**config.mk**
```make
export PLATFORM = sky130hd
export DESIGN_NAME = fet_tx_pcs
export DESIGN_NICKNAME = d
export VERILOG_FILES = /design/src/fet_pkg.sv /design/src/fet_tx_pcs.sv
export VERILOG_INCLUDE_DIRS = /design/src
export SDC_FILE = /design/constraint.sdc
export NUM_CORES = 1
export LEC_CHECK = 0
export BUFFER_PORTS_ARGS = -buffer_cell sky130_fd_sc_hd__buf_2
export CORE_ASPECT_RATIO = 1.25
export CORE_UTILIZATION = 60
export DETAILED_ROUTE_END_ITERATION = 7
export GPL_TIMING_DRIVEN = 1
export PLACE_DENSITY = 0.87
export SLEW_MARGIN = 25
export SYNTH_ARGS = -nofsm -noshare
export SYNTH_HDL_FRONTEND = slang
export SYNTH_SLANG_ARGS = --single-unit
```
**constraint.sdc**
```tcl
create_clock -name ref_clk -period 4.3 [get_ports ref_clk]
set_input_delay 0.43 -clock ref_clk [delete_from_list [all_inputs] [get_ports ref_clk]]
set_output_delay 0.43 -clock ref_clk [all_outputs]
set_load 0.05 [all_outputs]
```
**src/fet_cfg.svh**
```systemverilog
// Constants for the fast Ethernet transmit code-group encoder
`ifndef FET_CFG_SVH
`define FET_CFG_SVH

// Code-group width and last bit index within a group
`define FET_CG_W          5
`define FET_CG_LAST       3'h4

// Control code-groups
`define FET_CG_IDLE       5'h1f
`define FET_CG_J          5'h18
`define FET_CG_K          5'h11
`define FET_CG_T          5'h0d
`define FET_CG_R          5'h07
`define FET_CG_HALT       5'h04

// Scrambler length, feedback taps and seed fill bits
`define FET_LFSR_W        11
`define FET_LFSR_TAP_HI   10
`define FET_LFSR_TAP_LO   8
`define FET_SEED_FILL     6'h3f

// Cycles after reset release before the synchronised straps are valid
`define FET_STRAP_WAIT    2'h2

// MLT-3 phases: plus, zero, minus, zero
`define FET_MLT_PLUS      2'h0
`define FET_MLT_MINUS     2'h2

`endif

```
**src/fet_pkg.sv**
```systemverilog
// Types shared by the fast Ethernet transmit code-group encoder
package fet_pkg;

    // Transmit sequencing states, one per code-group slot
    typedef enum logic [2:0] {
        FET_ST_IDLE,
        FET_ST_SSD_J,
        FET_ST_SSD_K,
        FET_ST_DATA,
        FET_ST_ESD_T,
        FET_ST_ESD_R
    } fet_state_t;

    // Nibble from the MAC transmit interface
    typedef struct packed {
        logic       en;
        logic       er;
        logic [3:0] data;
    } fet_mii_tx_t;

    // Line side: NRZI bit and the two alternately phased MLT-3 streams
    typedef struct packed {
        logic nrzi;
        logic mlt_pos;
        logic mlt_neg;
    } fet_line_t;

endpackage

```
**src/fet_tx_pcs.sv**
```systemverilog
// Fast Ethernet transmit path: 4B/5B encoder, scrambler, NRZI and MLT-3
// Summary of operation
// - Each data nibble maps to its fixed 5-bit code-group from the sixteen-entry table.
// - A frame starts with J then K in place of the first eight preamble bits.
// - Remaining preamble and data nibbles are encoded as data code-groups.
// - When transmit enable drops, T then R close the frame.
// - After R, IDLE code-groups run continuously until transmit enable returns.
// - Code-group 00100 is the Halt symbol marking an error in the stream.
// - Control code-groups other than Halt, or unassigned ones, inside a data field are invalid and flagged.
// - An 11-bit closed-loop LFSR is XORed with the serial NRZ bits.
// - The scrambler seed comes from the five PHY address straps.
// - A bypass input sends the encoded stream out unscrambled.
// - NRZ to NRZI encoding is always applied and cannot be bypassed.
// - The NRZI stage also gives an MLT value for internal loopback.
// - MLT-3 splits NRZI into two streams with alternately phased one events.
// - Line output carries the plain NRZI bit alongside the two MLT-3 streams.
// - MII nibbles become a scrambled serial stream at the 125 Mb/s bit rate.
// - Sequencing follows the standard 100BASE-TX transmit state machine.
`timescale 1ns/1ps

`include "fet_cfg.svh"

module fet_tx_pcs (
    // Clock, reset and bit-slot enable
    input  wire logic              ref_clk,
    input  wire logic              reset_n,
    input  wire logic              clk_en,
    // MAC transmit nibble interface
    input  wire fet_pkg::fet_mii_tx_t mii_tx,
    output logic                   nibble_take,
    // Configuration pins
    input  wire logic [4:0]        phy_address_straps,
    input  wire logic              scr_bypass,
    // Line side and loopback
    output fet_pkg::fet_line_t     line_out,
    output logic [1:0]             loopback_mlt,
    output logic                   code_invalid
);

    // Strap synchronisation and seed capture
    logic [4:0]               strap_meta_reg;
    logic [4:0]               strap_sync_reg;
    logic [1:0]               init_cnt_reg;
    logic [1:0]               init_cnt_next;
    logic                     seed_done_reg;
    logic                     seed_load;
    logic                     seed_fire;
    logic [`FET_LFSR_W-1:0]   seed_value;

    // Straps are asynchronous pins: two flops before anything reads them
    always_ff @(posedge ref_clk or negedge reset_n) begin
        if (!reset_n) begin
            strap_meta_reg <= 5'h00;
            strap_sync_reg <= 5'h00;
        end else begin
            strap_meta_reg <= phy_address_straps;
            strap_sync_reg <= strap_meta_reg;
        end
    end

    // Seed is loaded once, after the synchroniser has filled; no clock enable
    // here so the seed is ready before the first bit slot
    always_ff @(posedge ref_clk or negedge reset_n) begin
        if (!reset_n) begin
            init_cnt_reg  <= 2'h0;
            seed_done_reg <= 1'b0;
        end else if (!seed_done_reg) begin
            init_cnt_reg  <= init_cnt_next;
            seed_done_reg <= seed_load;
        end
    end

    // Fill bits keep the seed nonzero even with all straps low
    assign seed_load     = (init_cnt_reg == `FET_STRAP_WAIT);
    assign seed_fire     = seed_load && !seed_done_reg;
    assign init_cnt_next = init_cnt_reg + 2'h1;
    assign seed_value    = {strap_sync_reg, `FET_SEED_FILL};

    // Code-group slot timing
    logic [2:0]               bit_cnt_reg;
    logic [2:0]               bit_cnt_next;
    logic                     group_end;
    logic                     run;

    // Nothing moves until the seed is in place and the slot enable is high
    assign run       = clk_en && seed_done_reg;
    assign group_end = run && (bit_cnt_reg == `FET_CG_LAST);

    // Counter wraps after the fifth slot of a group
    assign bit_cnt_next = group_end ? 3'h0 : bit_cnt_reg + 3'h1;

    // Five bit slots per code-group
    always_ff @(posedge ref_clk or negedge reset_n) begin
        if (!reset_n) begin
            bit_cnt_reg <= 3'h0;
        end else if (run) begin
            bit_cnt_reg <= bit_cnt_next;
        end
    end

    // 4B/5B data mapping
    function automatic logic [4:0] fet_map4b5b(input logic [3:0] nib);
        logic [4:0] cg;
        cg = `FET_CG_IDLE;
        unique case (nib)
            4'h0: cg = 5'h1e;
            4'h1: cg = 5'h09;
            4'h2: cg = 5'h14;
            4'h3: cg = 5'h15;
            4'h4: cg = 5'h0a;
            4'h5: cg = 5'h0b;
            4'h6: cg = 5'h0e;
            4'h7: cg = 5'h0f;
            4'h8: cg = 5'h12;
            4'h9: cg = 5'h13;
            4'ha: cg = 5'h16;
            4'hb: cg = 5'h17;
            4'hc: cg = 5'h1a;
            4'hd: cg = 5'h1b;
            4'he: cg = 5'h1c;
            4'hf: cg = 5'h1d;
        endcase
        return cg;
    endfunction

    // True for any of the sixteen data code-groups
    function automatic logic fet_is_data(input logic [4:0] cg);
        logic hit;
        hit = 1'b0;
        for (int i = 0; i < 16; i++) begin
            if (fet_map4b5b(4'(i)) == cg) begin
                hit = 1'b1;
            end
        end
        return hit;
    endfunction

    // Transmit sequencing
    fet_pkg::fet_state_t      state_reg;
    fet_pkg::fet_state_t      state_next;
    logic [4:0]               group_next;
    logic                     take_next;
    logic [4:0]               data_group;

    // Halt replaces the data group while the MAC flags an error
    assign data_group = mii_tx.er ? `FET_CG_HALT : fet_map4b5b(mii_tx.data);

    // Next slot choice: state, code-group and whether a nibble is consumed.
    // J swallows one preamble nibble and K another only while enable is still high, so at most two nibbles go in total.
    always_comb begin
        state_next = state_reg;
        group_next = `FET_CG_IDLE;
        take_next  = 1'b0;
        unique case (state_reg)
            fet_pkg::FET_ST_IDLE, fet_pkg::FET_ST_ESD_R: begin
                if (mii_tx.en) begin
                    state_next = fet_pkg::FET_ST_SSD_J;
                    group_next = `FET_CG_J;
                    take_next  = 1'b1;
                end else begin
                    state_next = fet_pkg::FET_ST_IDLE;
                    group_next = `FET_CG_IDLE;
                end
            end
            fet_pkg::FET_ST_SSD_J: begin
                // Enable dropping inside the delimiter still gets K, then T/R
                state_next = fet_pkg::FET_ST_SSD_K;
                group_next = `FET_CG_K;
                take_next  = mii_tx.en;
            end
            fet_pkg::FET_ST_SSD_K, fet_pkg::FET_ST_DATA: begin
                if (mii_tx.en) begin
                    state_next = fet_pkg::FET_ST_DATA;
                    group_next = data_group;
                    take_next  = 1'b1;
                end else begin
                    state_next = fet_pkg::FET_ST_ESD_T;
                    group_next = `FET_CG_T;
                end
            end
            fet_pkg::FET_ST_ESD_T: begin
                state_next = fet_pkg::FET_ST_ESD_R;
                group_next = `FET_CG_R;
            end
            default: begin
                // Unused state codes fall back to idle rather than lock up
                state_next = fet_pkg::FET_ST_IDLE;
            end
        endcase
    end

    // Nibble taken on the last bit slot of the previous group
    assign nibble_take = group_end && take_next;

    // Serialiser: leftmost code-group bit leaves first
    logic [4:0]               shift_reg;
    logic [4:0]               shift_next;
    logic [4:0]               cur_group_reg;
    logic                     in_data_reg;
    logic                     in_data_next;
    logic                     invalid_next;
    logic                     nrz_bit;

    // Next shifter content: a fresh group at the slot end, else one bit along
    assign shift_next   = group_end ? group_next : {shift_reg[3:0], 1'b0};
    assign in_data_next = (state_next == fet_pkg::FET_ST_DATA);

    // Sequencer state, with a copy of the group now on the line for the check
    always_ff @(posedge ref_clk or negedge reset_n) begin
        if (!reset_n) begin
            state_reg     <= fet_pkg::FET_ST_IDLE;
            cur_group_reg <= `FET_CG_IDLE;
            in_data_reg   <= 1'b0;
        end else if (group_end) begin
            state_reg     <= state_next;
            cur_group_reg <= group_next;
            in_data_reg   <= in_data_next;
        end
    end

    // Shifter moves once per bit slot
    always_ff @(posedge ref_clk or negedge reset_n) begin
        if (!reset_n) begin
            shift_reg <= `FET_CG_IDLE;
        end else if (run) begin
            shift_reg <= shift_next;
        end
    end

    assign nrz_bit = shift_reg[4];

    // A Halt in a data slot is legal; any other non-data group there is not.
    // The group copy is judged because the shifter holds only its last bit by the slot end.
    assign invalid_next = group_end && in_data_reg &&
                          !fet_is_data(cur_group_reg) &&
                          (cur_group_reg != `FET_CG_HALT);

    // Pulse lasts one slot and freezes with everything else while the enable is low
    always_ff @(posedge ref_clk or negedge reset_n) begin
        if (!reset_n) begin
            code_invalid <= 1'b0;
        end else if (run) begin
            code_invalid <= invalid_next;
        end
    end

    // Scrambler
    logic [`FET_LFSR_W-1:0]   lfsr_reg;
    logic [`FET_LFSR_W-1:0]   lfsr_next;
    logic                     lfsr_fb;
    logic                     scr_bit;

    // Closed loop: the LFSR runs on its own output, independent of data
    assign lfsr_fb = lfsr_reg[`FET_LFSR_TAP_HI] ^ lfsr_reg[`FET_LFSR_TAP_LO];
    assign scr_bit = scr_bypass ? nrz_bit : (nrz_bit ^ lfsr_fb);

    // Shift left with the feedback entering at bit 0
    assign lfsr_next = {lfsr_reg[`FET_LFSR_W-2:0], lfsr_fb};

    // Seed loads once; afterwards the register steps with the bit slots

    always_ff @(posedge ref_clk or negedge reset_n) begin
        if (!reset_n) begin
            lfsr_reg <= '0;
        end else if (seed_fire) begin
            lfsr_reg <= seed_value;
        end else if (run) begin
            lfsr_reg <= lfsr_next;
        end
    end

    // NRZI and MLT-3
    logic                     nrzi_reg;
    logic [1:0]               mlt_phase_reg;
    logic [1:0]               mlt_phase_next;
    logic                     mlt_pos_reg;
    logic                     mlt_neg_reg;
    logic                     nrzi_toggle;

    // No bypass exists for this stage on purpose
    assign nrzi_toggle    = run && scr_bit;
    assign mlt_phase_next = mlt_phase_reg + 2'h1;

    // Every NRZI transition advances the MLT-3 phase by one step
    always_ff @(posedge ref_clk or negedge reset_n) begin
        if (!reset_n) begin
            nrzi_reg      <= 1'b0;
            mlt_phase_reg <= `FET_MLT_PLUS;
            mlt_pos_reg   <= 1'b1;
            mlt_neg_reg   <= 1'b0;
        end else if (nrzi_toggle) begin
            nrzi_reg      <= ~nrzi_reg;
            mlt_phase_reg <= mlt_phase_next;
            mlt_pos_reg   <= (mlt_phase_next == `FET_MLT_PLUS);
            mlt_neg_reg   <= (mlt_phase_next == `FET_MLT_MINUS);
        end
    end

    // Registered streams keep decode glitches off the line driver inputs
    assign line_out.nrzi    = nrzi_reg;
    assign line_out.mlt_pos = mlt_pos_reg;
    assign line_out.mlt_neg = mlt_neg_reg;

    // Loopback gets the encoded level: bit1 minus, bit0 plus, 00 is zero
    assign loopback_mlt = {line_out.mlt_neg, line_out.mlt_pos};

endmodule

```
* After elaboration in Yosys (flattened, before gate mapping)
Memory sizes are Yosys's and may differ from the RTL's.
Cells that the tools add are included.
** Word-level totals
- Memories kept :: 1
- Word-level logic and storage cells :: 95
- Bits in read-only memories :: 80
- Input port bits :: 15
- Output and inout bits :: 7
- Register bits :: 47
** Memories
- (name not given) :: words 16, bits a word 5, read ports 1, clocked after Yosys merged registers in 0, wr ports 0, line fet_tx_pcs.sv:105 : unique case (nib)
** Cells by class
- Reduce and logical (&&, ||, !) cells :: 16
- Muxes and demuxes :: 31
- Equality and inequality tests :: 26
- Bitwise operators :: 3
- $add $sub $neg :: 3
** Operators by type and width (count)
- $eq 5x5->1 const A :: 11
- $eq 4x5->1 const A :: 5
- $mux 11 :: 2
- $mux 1 :: 20
- $pmux 5 s4 :: 1
- $mux 5 :: 3
- $pmux 3 s4 :: 1
- $eq 3x2->1 const B :: 3
- $eq 3x3->1 const B :: 3
- $mux 3 :: 3
- $logic_and 1x1->1 :: 8
- $ne 5x3->1 const B :: 1
- $add 2x1->2 const B :: 2
- $eq 2x2->1 const B :: 2
- $reduce_or 2->1 :: 2
- $reduce_or 4->1 :: 1
- $add 3x1->3 const B :: 1
- $eq 3x1->1 const B :: 1
- $logic_not 3->1 :: 1
- $logic_not 1->1 :: 2
- $logic_not 2->1 :: 1
- $pmux 1 s2 :: 1
- $reduce_bool 2->1 :: 1
- $xor 1x1->1 :: 2
- $not 1->1 :: 1

* Depth between registers and ports, before layout
- Depth after elaboration :: 20
- Mapped depth :: 7

* Worst setup path after synthesis
Ideal clock, no wire load.
- Kind :: input to output
- Start point :: input clk_en
- End point :: output nibble_take
- Stages on the path :: 6
- Arrival time :: 2.381 ns
- Path slack :: 1.489 ns
- Data required time :: 3.870 ns
- Path through :: buf_2 and2_1 buf_2 nand3_1 buf_2 a211oi_1
** On the way
- Longest elaborated chain between the ends :: 3
** RTL lines
- from (decl) :: line fet_tx_pcs.sv:27 : input wire logic clk_en,
- $logic_and 1x1->1 :: line fet_tx_pcs.sv:86 : assign run = clk_en && seed_done_reg;
- $logic_and 1x1->1 :: line fet_tx_pcs.sv:87 : assign group_end = run && (bit_cnt_reg == `FET_CG_LAST);
- $logic_and 1x1->1 :: line fet_tx_pcs.sv:193 : assign nibble_take = group_end && take_next;
- to (decl) :: line fet_tx_pcs.sv:30 : output logic nibble_take,
No other way between the ends.

* Worst setup path in the final report
- Start point :: register seed_done_reg
- End point :: output nibble_take
** On the way
- Longest elaborated chain between the ends :: 3
** RTL lines
- from (decl) :: line fet_tx_pcs.sv:45 : logic seed_done_reg;
- from (signal assigned) :: line fet_tx_pcs.sv:69 : seed_done_reg <= seed_load;
- $logic_and 1x1->1 :: line fet_tx_pcs.sv:86
- $logic_and 1x1->1 :: line fet_tx_pcs.sv:87
- $logic_and 1x1->1 :: line fet_tx_pcs.sv:193
No other way between the ends.

==> flow_metrics.env <==
export IMPL_num_nets_final=235
export IMPL_finClkSkew_ns=0.006392
export IMPL_fp_dieW_um=56.25
export IMPL_routed_via_density=5.725
export IMPL_cp_end_kind="output pin"
export IMPL_synth_async_reset_ratio_pct=100.0
export IMPL_yosys_top_cells_area="dfrtp_1 (41%), dfstp_2 (13%), mux2i_1 (5.9%)"
export IMPL_largest_register_ff_count=11
export IMPL_core_um2=3513
export IMPL_critPathLaunchType="flip-flop"
export IMPL_slew_viol_final=0
export IMPL_fin_worst_hold_slack_ns=0.1080
export IMPL_grt_antenna_before_repair=0
export IMPL_synth_cell_type_count=43
export IMPL_grt_pass1_vias=1323
export IMPL_setup_violations=0
export IMPL_yosysSeqAreaShare_pct=53.91
export IMPL_finalCritPeriodShare_pct=69.23
export IMPL_max_slew_margin_rel_pct=57.84
export IMPL_synth_ff_type="dfrtp_1"
export IMPL_rows=24
export IMPL_hold_class="primary input to async pin"
export IMPL_grt_max_degree=48
export IMPL_grt_setup_unrepaired="false"
export IMPL_cts_root_buf="clkbuf_8"
export IMPL_ios=22
export IMPL_dp_cells=247
export IMPL_final_cell_area_um2=2367
export IMPL_drive_gt1_share_pct=22.22
export IMPL_cp_data_required_time_ns=3.87
export IMPL_drt_pass1_iterations=4
export IMPL_first_iter_violations=61
export IMPL_io_buffer_count=21
export IMPL_syn_nets=224
export IMPL_antenna_cells=0
export IMPL_crit_path_max_fanout=21
export IMPL_critPathKind="flip-flop to output pin"
export IMPL_clk_latency_ns=0.30
export IMPL_vdd_drop_max_mv=0.5043
export IMPL_dieArea_um2=3926
export IMPL_clockBufferDepth=2
export IMPL_hold_violations=0
export IMPL_cap_violations=0
export IMPL_reg2reg_depth=4
export IMPL_die_y_um=69.81
export IMPL_fmaxAchievable_ghz=0.3359
export IMPL_tightest_slew_ns=0.6324
export IMPL_cts_hold_buf=0
export IMPL_ys_seq_elements=47
export IMPL_antenna_left=0
export IMPL_worstReg2RegStart="seed_done_reg$_DFF_PN0_"
export IMPL_place_area_um2=2271
export IMPL_start_util_pct=62.82
export IMPL_wl_um=3473
export IMPL_fin_cells=255
export IMPL_cts_resized=0
export IMPL_register_area_um2=1190
export IMPL_ys_top_cells_by_count="dfrtp_1 (36), a21oi_1 (16), nor2_1 (16)"
export IMPL_fin_setup_tns_ns=0
export IMPL_grt_first_pass_wirelength_um=5885
export IMPL_synth_edf_count=0
export IMPL_outcome="finished clean"
export IMPL_numCtsBuffers=5
export IMPL_yosysTopAreaCell="dfrtp_1"
export IMPL_multiInputGateArea_um2=889.6
export IMPL_grt_ovfl_total=0
export IMPL_vias=1460
export IMPL_nFillCells=274
export IMPL_synth_most_common_cell="dfrtp_1"
export IMPL_r2r_end="cur_group_reg[0]$_DFFE_PN1P_"
export IMPL_netlist_instances=204
export IMPL_tritoncts="built"
export IMPL_p_per_area_nw_per_um2=653.6
export IMPL_reg2reg_setup_slack_ns=2.08
export IMPL_htreeDepth=2
export IMPL_yosys_warnings=0
export IMPL_gp_congestion=0.8226
export IMPL_clk_pin_slew_ns=0.09
export IMPL_synth_avg_cell_area_um2=10.82
export IMPL_grt_total_usage_pct=19.46
export IMPL_yosysTopAreaCellShare_pct=40.82
export IMPL_numClockSinks=47
export IMPL_post_route_min_period_ns=2.977
export IMPL_drcViolationCount=0
export IMPL_postCtsSetupRepairBufs=0
export IMPL_syn2layout_area_growth_pct=7.256
export IMPL_cp_arrival_ns=2.55
export IMPL_dp_hpwl_um=2397
export IMPL_power_static_leakage_nw=1.078
export IMPL_syn_area_um2=2207
export IMPL_routedWlPerCell_um=13.62
[metrics by stage]
stage | util (%) | total power [mW] | setup slack, ns
finish | 67.38 | 1.547 | 1.323
global route | 67.38 | 1.654 | 1.105
CTS | 67.31 | 1.561 | 1.320
detailed placement | 64.64 | 1.290 | 1.663
global placement | 64.64 | 1.268 | 1.775
floorplan | - | 1.201 | 1.489
[cell type report]
| cell class | instances | share of cell area, % |
|---|---|---|
| Multi-Input combinational cell | 130 | 37.58 |
| Inverter | 10 | 1.586 |
| Sequential cell | 47 | 50.26 |
| Tap cell | 39 | 2.061 |
| Timing Repair Buffer | 21 | 4.545 |
| Clock buffer | 5 | 2.907 |
| Clock inverter | 3 | 1.057 |
[where the power goes]
group / switching, mW / internal, mW / leakage (nW) / total [mW]
sequential: 0.143 / 0.626 / 0.535 / 0.769
clock: 0.150 / 0.116 / 0.0443 / 0.266
combinational: 0.279 / 0.232 / 0.499 / 0.512
total: 0.572 / 0.975 / 1.08 / 1.55
[kinds of logic after synthesis]
group / count (synthesis) / synth area share, %
fa+ha+maj: 5 / 2.834
compound gates: 59 / 17.97
xor+xnor: 5 / 1.984
flops: 47 / 53.91
simple gates: 46 / 10.26
mux: 15 / 7.256
buf+inv: 27 / 5.783
[cell usage in the layout, fill, tap and decap left out, types with 5 or more instances in the layout]
cell	Yosys	final
a211oi_1	6	6
a21oi_1	16	16
buf_2	6	20
clkbuf_8	0	5
dfrtp_1	36	36
dfstp_2	11	11
ha_1	5	5
inv_1	10	10
mux2i_1	13	13
nand2_1	11	11
nor2_1	16	16
nor2b_1	7	7
o21ai_0	12	12
[worst max-delay path, stage by stage, from the launching register on]
cell	delay [ns]
dfrtp_1	0.76
and2_1	0.40
nand3_1	0.43
a211oi_1	0.35
buf_2	0.30
[worst max-delay path by stage]
stage | startpoint | depth (start not counted) | endpoint | slack [ns]
4_1_cts | seed_done_reg$_DFF_PN0_ | 4 | nibble_take | 1.32
3_5_place_dp | seed_done_reg$_DFF_PN0_ | 4 | nibble_take | 1.66
6_report | seed_done_reg$_DFF_PN0_ | 4 | nibble_take | 1.32
3_3_place_gp | seed_done_reg$_DFF_PN0_ | 4 | nibble_take | 1.78
2_1_floorplan | clk_en | 6 | nibble_take | 1.49
5_1_grt | seed_done_reg$_DFF_PN0_ | 4 | nibble_take | 1.11
[metal layers]
metal  routed length, µm  part of all wire (%)  global-route usage [%]
met1                1615                    47                   25.79
met2                1676                    48                   30.42
met3                 113                   3.3                   5.037
met4                  67                   1.9                   8.130
met5                   0                     0                       0
Power figures use the tool's default switching activity.
